`config.mk`:
```
export PLATFORM = sky130hd
export DESIGN_NAME = lss_sequencer
export DESIGN_NICKNAME = d
export VERILOG_FILES = /design/src/lss_pkg.sv /design/src/lss_holdoff.sv /design/src/lss_sequencer.sv
export SDC_FILE = /design/constraint.sdc
export NUM_CORES = 1
export LEC_CHECK = 0
export BUFFER_PORTS_ARGS = -buffer_cell sky130_fd_sc_hd__buf_2
export CAP_MARGIN = 40
export CORE_MARGIN = 3
export CORE_UTILIZATION = 48
export DETAILED_ROUTE_END_ITERATION = 12
export PLACE_DENSITY = 0.89
export SKIP_LAST_GASP = 1
export SLEW_MARGIN = 25
export SYNTH_ARGS = -nofsm -noshare
export SYNTH_HDL_FRONTEND = slang
export SYNTH_SLANG_ARGS = --single-unit
```
`constraint.sdc`:
```
create_clock -name pclk -period 1.75 [get_ports pclk]
set_input_delay 0 -clock pclk [delete_from_list [all_inputs] [get_ports pclk]]
set_output_delay 0 -clock pclk [all_outputs]
set_load 0.01 [all_outputs]
```
`src/lss_pkg.sv`:
```
package lss_pkg;

    // ------------------------------------------------------------
    // Timing
    // ------------------------------------------------------------
    localparam longint unsigned HOLDOFF_MS = 64'h0000_0000_0000_1388;
    localparam longint unsigned CLK_KHZ = 64'h0000_0000_0003_D090;
    // Exact product; 5000 ms at 250 MHz fits the 32-bit counter
    localparam longint unsigned HOLDOFF_CYC = HOLDOFF_MS * CLK_KHZ;
    localparam int unsigned CNT_W = 32;

    // ------------------------------------------------------------
    // Register map
    // ------------------------------------------------------------
    localparam int unsigned ADDR_W = 12;
    localparam logic [11:0] OFF_CTRL = 12'h000;
    localparam logic [11:0] OFF_STAT = 12'h004;
    localparam logic [11:0] OFF_HOLD = 12'h008;
    localparam logic [31:0] CTRL_RST = 32'h0000_0000;
    localparam int unsigned CTRL_INH_BIT = 0;
    localparam int unsigned CTRL_SHUT_BIT = 1;
    localparam int unsigned STAT_LOOP_BIT = 0;
    localparam int unsigned STAT_READY_BIT = 1;
    localparam int unsigned STAT_DONE_BIT = 2;
    localparam int unsigned STAT_SHUT_BIT = 3;
    localparam int unsigned STAT_THERM_BIT = 4;
    localparam int unsigned STAT_EMISSION_INDICATOR_BIT = 5;
    localparam int unsigned STAT_FAULT_BIT = 6;
    localparam int unsigned STAT_RF_BIT = 7;

    // ------------------------------------------------------------
    // Carriers
    // ------------------------------------------------------------
    typedef struct packed {
        logic safety_loop;
        logic shutter_req;
        logic inhibit_req;
        logic over_temp;
        logic no_strike;
        logic pwm_cmd;
    } lss_in_t;

    typedef struct packed {
        logic rf_board_pwr;
        logic rf_driver_en;
        logic tickle_en;
        logic pulse_out;
        logic ready_closed;
        logic shutter_closed;
        logic loop_open_closed;
        logic fault_closed;
        logic lasing_closed;
        logic ready_indicator;
        logic shutter_indicator;
        logic loop_ind_green;
        logic thermal_indicator;
        logic emission_indicator;
    } lss_out_t;

endpackage

```
`src/lss_holdoff.sv`:
```
`timescale 1ns/10ps
`default_nettype none

module lss_holdoff
#(
    parameter longint unsigned CYCLES = lss_pkg::HOLDOFF_CYC
)
(
    input wire logic pclk,
    input wire logic presetn,
    input wire logic ce,
    input wire logic run,
    output logic done,
    output logic [lss_pkg::CNT_W-1:0] count
);

    localparam logic [lss_pkg::CNT_W-1:0] LAST = lss_pkg::CNT_W'(CYCLES);

    logic [lss_pkg::CNT_W-1:0] count_r;
    logic [lss_pkg::CNT_W-1:0] count_nxt;

    // ------------------------------------------------------------
    // Counter
    // ------------------------------------------------------------
    // A drop of the run condition sampled with ce high restarts the full holdoff
    always_comb
    begin
        if (!run)
            count_nxt = '0;
        else if (count_r == LAST)
            count_nxt = count_r;
        else
            count_nxt = count_r + 1'b1;
    end

    always_ff @(posedge pclk or negedge presetn)
    begin
        if (!presetn)
            count_r <= '0;
        else if (ce)
            count_r <= count_nxt;
    end

    assign done = run && (count_r == LAST);
    assign count = count_r;
endmodule

`default_nettype wire

```
`src/lss_sequencer.sv`:
```
`timescale 1ns/10ps
`default_nettype none

module lss_sequencer
#(
    parameter longint unsigned HOLDOFF_CYCLES = lss_pkg::HOLDOFF_CYC
)
(
    input wire logic pclk,
    input wire logic presetn,
    input wire logic ce,
    input wire lss_pkg::lss_in_t ctl_i,
    output lss_pkg::lss_out_t stat_o,
    input wire logic psel,
    input wire logic penable,
    input wire logic pwrite,
    input wire logic [lss_pkg::ADDR_W-1:0] paddr,
    input wire logic [31:0] pwdata,
    output logic [31:0] prdata,
    output logic pready,
    output logic pslverr
);

    logic [31:0] ctrl_r;
    logic therm_fault_r;
    logic [31:0] prdata_r;
    lss_pkg::lss_out_t out_r;
    lss_pkg::lss_out_t out_nxt;
    logic ready;
    logic run;
    logic done;
    logic driver_en;
    logic shutter_open;
    logic [lss_pkg::CNT_W-1:0] hold_count;
    logic sw_inhibit;
    logic sw_shut;
    logic apb_wr;
    logic apb_setup;
    logic [31:0] stat_word;

    // ------------------------------------------------------------
    // Register decode
    // ------------------------------------------------------------
    function automatic logic addr_mapped(input logic [lss_pkg::ADDR_W-1:0] a);
        addr_mapped = (a == lss_pkg::OFF_CTRL) || (a == lss_pkg::OFF_STAT)
            || (a == lss_pkg::OFF_HOLD);
    endfunction

    // Zero wait states; a low clock enable stretches the access
    assign pready = ce;
    assign pslverr = psel && penable && !addr_mapped(paddr);
    assign apb_wr = psel && penable && pwrite && ce;
    assign apb_setup = psel && !penable && !pwrite && ce;

    always_ff @(posedge pclk or negedge presetn)
    begin
        if (!presetn)
            ctrl_r <= lss_pkg::CTRL_RST;
        else if (apb_wr && paddr == lss_pkg::OFF_CTRL)
            ctrl_r <= {30'h0, pwdata[1:0]};
    end

    assign sw_inhibit = ctrl_r[lss_pkg::CTRL_INH_BIT];
    assign sw_shut = ctrl_r[lss_pkg::CTRL_SHUT_BIT];

    always_comb
    begin
        stat_word = 32'h0000_0000;
        stat_word[lss_pkg::STAT_LOOP_BIT] = out_r.loop_ind_green;
        stat_word[lss_pkg::STAT_READY_BIT] = out_r.ready_indicator;
        stat_word[lss_pkg::STAT_DONE_BIT] = done;
        stat_word[lss_pkg::STAT_SHUT_BIT] = out_r.shutter_indicator;
        stat_word[lss_pkg::STAT_THERM_BIT] = therm_fault_r;
        stat_word[lss_pkg::STAT_EMISSION_INDICATOR_BIT] = out_r.emission_indicator;
        stat_word[lss_pkg::STAT_FAULT_BIT] = out_r.fault_closed;
        stat_word[lss_pkg::STAT_RF_BIT] = out_r.rf_board_pwr;
    end

    // Read data is captured in the setup cycle so it comes from a flop
    // Limitation: a setup cycle with the clock enable low skips the capture
    always_ff @(posedge pclk or negedge presetn)
    begin
        if (!presetn)
            prdata_r <= 32'h0000_0000;
        else if (apb_setup)
        begin
            unique case (paddr)
                lss_pkg::OFF_CTRL: prdata_r <= ctrl_r;
                lss_pkg::OFF_STAT: prdata_r <= stat_word;
                lss_pkg::OFF_HOLD: prdata_r <= hold_count;
                default: prdata_r <= 32'h0000_0000;
            endcase
        end
    end

    assign prdata = prdata_r;

    // ------------------------------------------------------------
    // Thermal latch
    // ------------------------------------------------------------
    // Only a power cycle (reset) clears it; there is no software clear
    always_ff @(posedge pclk or negedge presetn)
    begin
        if (!presetn)
            therm_fault_r <= 1'b0;
        else if (ce && ctl_i.over_temp)
            therm_fault_r <= 1'b1;
    end

    // ------------------------------------------------------------
    // Enable chain
    // ------------------------------------------------------------
    // Loop is a level: no memory of an earlier open loop
    assign ready = ctl_i.safety_loop && !ctl_i.inhibit_req && !sw_inhibit;
    assign run = ready && !therm_fault_r;

    lss_holdoff
    #(
        .CYCLES(HOLDOFF_CYCLES)
    )
    u_holdoff
    (
        .pclk(pclk),
        .presetn(presetn),
        .ce(ce),
        .run(run),
        .done(done),
        .count(hold_count)
    );

    assign driver_en = run && done;
    assign shutter_open = ctl_i.shutter_req && ready && !sw_shut;

    always_comb
    begin
        out_nxt.rf_board_pwr = run;
        out_nxt.rf_driver_en = driver_en;
        out_nxt.tickle_en = driver_en && ctl_i.shutter_req;
        out_nxt.pulse_out = driver_en && shutter_open && ctl_i.pwm_cmd;
        out_nxt.ready_closed = ready;
        out_nxt.shutter_closed = ctl_i.shutter_req && ready;
        out_nxt.loop_open_closed = !ctl_i.safety_loop;
        out_nxt.fault_closed = therm_fault_r || ctl_i.over_temp || ctl_i.no_strike;
        out_nxt.lasing_closed = out_nxt.pulse_out;
        out_nxt.ready_indicator = ready;
        out_nxt.shutter_indicator = shutter_open;
        out_nxt.loop_ind_green = ctl_i.safety_loop;
        out_nxt.thermal_indicator = therm_fault_r || ctl_i.over_temp;
        out_nxt.emission_indicator = out_nxt.pulse_out;
    end

    // All status pins come from flops, one cycle after the inputs
    always_ff @(posedge pclk or negedge presetn)
    begin
        if (!presetn)
            out_r <= '0;
        else if (ce)
            out_r <= out_nxt;
    end

    assign stat_o = out_r;
endmodule

`default_nettype wire

```
==> flow_summary.toml <==
[setup_path]
end_kind = "flop"
start_kind = "flop"
r2r_start = "u_holdoff.count[0]"
cp_max_fo = 4
critPathArrivalTime_ns = 2.23
critPathRequiredTime_ns = 1.99
path_class = "flop to flop"
crit_start = "u_holdoff.count[0]"

[timing]
setup_tns_ns = -2.917
final_critical_path_setup_slack_ns = -0.2318
final.period_utilization = 1.132
maxSlewViolCount = 0
timing.fmax_ghz = 0.5046
hold_viol_final = 0
finClkSkew_ns = 0.008967
fin_crit_ns = 1.982
finalSetupViolCount = 23
worst_pin_slew_ns = 0.6122
rsz0062_at_grt = "true"
timing.slew.headroom = 0.5919
whs_ns = 0.1000

[logic_synthesis]
yosys.area_share.adder = 0.006481
synth_edf_count = 0
synth_area_um2 = 3861
synthSimpleGateAreaFrac = 0.2016
synth_top_area_frac = 0.5055
synth.most_common_cell = "dfrtp_1"
synth_cell_type_count = 48
netlist_instances = 384
synth_xor_area_frac = 0.009073
ys_seq_area_frac = 0.5055
synth_seq_cells = 78
synth_nets = 442
synth_largest_area_cell = "dfrtp_1"
synth_compound_area_frac = 0.1935
synth.area.mux_share = 0.02236
synth_top_family_by_area = "simple AND/OR/NAND/NOR gates"
syn_avg_cell_area_um2 = 10.06
synth_commonest_cells = "dfrtp_1, o21ai_0, nand2_1"
synth_area_leaders = "dfrtp_1, a22o_1, o21ai_0"
synthArstFlopShare = 1.000
ys.flop_type = "dfrtp_1"
yosysWarningCount = 0

[global_routing]
antenna_found_initial = 0
grt_first_pass_wirelength_um = 21940
grt_pass1_vias = 4079
overflow = 0
grt_use_total = 0.3173
grt_max_degree = 45

[outcome]
failed_checks = "setup timing"
status = "finished with violations"

[cells_and_area]
fin_nets = 592
nFillCells = 481
drive_gt1_frac = 0.4397
final_cell_area_um2 = 5483
area_delta_synth_final_pct = 42.00
n_antenna_cell = 0

[drt]
drt-pass1-iter-count = 7
viasPerCell = 6.952
detail_route.wl_per_cell_um = 24.58
ant_nets = 0
drcViolationCount = 0
drtIter0Drc = 664
vias = 4456
wirelength_um = 15760

[placed_design]
placed_area_um2 = 4736
pre_cts_ws_ns = -0.1340
hpwlAfterDp_um = 7996
port_buffers = 73
routabilityCongestion = 0.8773

[clocking]
cts_buffers = 9
clkLatencyLatePin_ns = 0.38
cts_tree = "done"
clock_sinks = 78
clk_path_buf_depth = 2
cts_root_buf = "clkbuf_8"
h-tree-depth = 3
clkTransAtPathRegs_ns = 0.08

[worst_hold_path]
hp-class = "input port to flop"
worstHoldStart = "paddr[1]"

[floorplanning]
core_um2 = 7767
start_util = 0.4971
ios = 104
die_area_um2 = 9157
die_w_um = 95.69
rows = 32
die_y_um = 95.69

[power]
leakagePower_nw = 2.628
ir_drop_mv = 0.5185
p_per_area_nw_per_um2 = 680.4

[job]
drv_cap = 0
routing by layer:
metal,GRT usage,wire length [µm],vias up
met5,0,0,-
met4,0.2121,1516,0
met3,0.07897,1902,168
met2,0.4980,7017,497
met1,0.3858,5322,2063
li1,-,-,1728
cell usage in the layout, fill, tap and decap left out, drive strengths merged:
| master | n |
|---|---|
| a21o | 2 |
| a21oi | 20 |
| a22o | 25 |
| a22oi | 6 |
| a31oi | 4 |
| and2 | 1 |
| and3 | 7 |
| and4 | 5 |
| buf | 165 |
| bufinv | 3 |
| clkbuf | 10 |
| clkinv | 3 |
| dfrtp | 78 |
| dlygate4sd3 | 8 |
| ha | 2 |
| inv | 11 |
| mux2 | 5 |
| mux2i | 3 |
| nand2 | 28 |
| nand2b | 2 |
| nand3 | 19 |
| nand4 | 15 |
| nor2 | 16 |
| nor2b | 3 |
| nor3 | 5 |
| nor3b | 2 |
| nor4 | 13 |
| nor4b | 4 |
| o211ai | 1 |
| o21ai | 40 |
| o2bb2ai | 2 |
| o311ai | 2 |
| o31ai | 11 |
| o41ai | 2 |
| or2 | 2 |
| or3 | 8 |
| or4 | 1 |
| or4b | 1 |
| xnor2 | 4 |
worst max-delay path: stages, from the launching register on:
cell and delay, ns:
dfrtp_1 0.44, buf_6 0.15, ha_4 0.15, nand3_2 0.10, nor4_4 0.23, buf_4 0.20
buf_4 0.12, a31oi_1 0.08, o21ai_0 0.24, o31ai_1 0.14
per-stage QoR:
step	total power, mW	std cells	utilization
CTS	3.675	631	0.6720
floorplan	1.917	384	-
global route	3.821	641	0.7059
global placement	2.020	596	0.6097
detailed placement	2.026	596	0.6097
finish	3.730	641	0.7059
where the power goes:
part / switching (mW) / internal (mW) / leakage, nW
Sequential: 0.00850 / 1.81 / 1.07
Clock: 0.722 / 0.984 / 0.126
Combinational: 0.134 / 0.0733 / 1.44
timing repair:
action / 4_1_cts / 5_1_grt
pin swaps: 13 / 22
resized for setup: 23 / 49
setup buffers: 11 / 10
endpoints found under the setup margin: 20 / 34
hold buffers: 8 / 0
gates cloned: 0 / 0
endpoints found under the hold margin: 53 / 0
path summary, 6_finish.rpt:
path                                  endpoint  slack, ns  cells past startpoint
setup / recovery           u_holdoff.count[22]      -0.23                      9
hold / removal                       prdata[1]       0.10                      4
setup reg to reg           u_holdoff.count[22]      -0.23                      9
hold reg to reg                      prdata[3]       0.49                      2
max in group asynchronous   u_holdoff.count[9]       0.96                      3
min in group asynchronous            prdata[4]       0.16                      2
layout make-up:
class	instances	area, µm²	area share
inverter	11	46.29	0.008444
multi-input combinational	261	1911	0.3485
sequential	78	1954	0.3565
clock buffer	10	137.6	0.02510
clock inverter	6	108.9	0.01985
timing repair buffer	173	1197	0.2184
tap	102	127.6	0.02328
cell families after synthesis:
logic type / Yosys count
mux: 8
fa+ha+maj: 2
buf+inv: 45
compound gates: 115
xor+xnor: 4
flops: 78
simple gates: 132
sequential cells by signal, summed over array words and instances (netlist names):
signal           cells
ctrl_r               2
prdata              32
stat_o              11
therm_fault_r        1
u_holdoff.count     32
No activity file was read; power rests on OpenSTA's default activity.
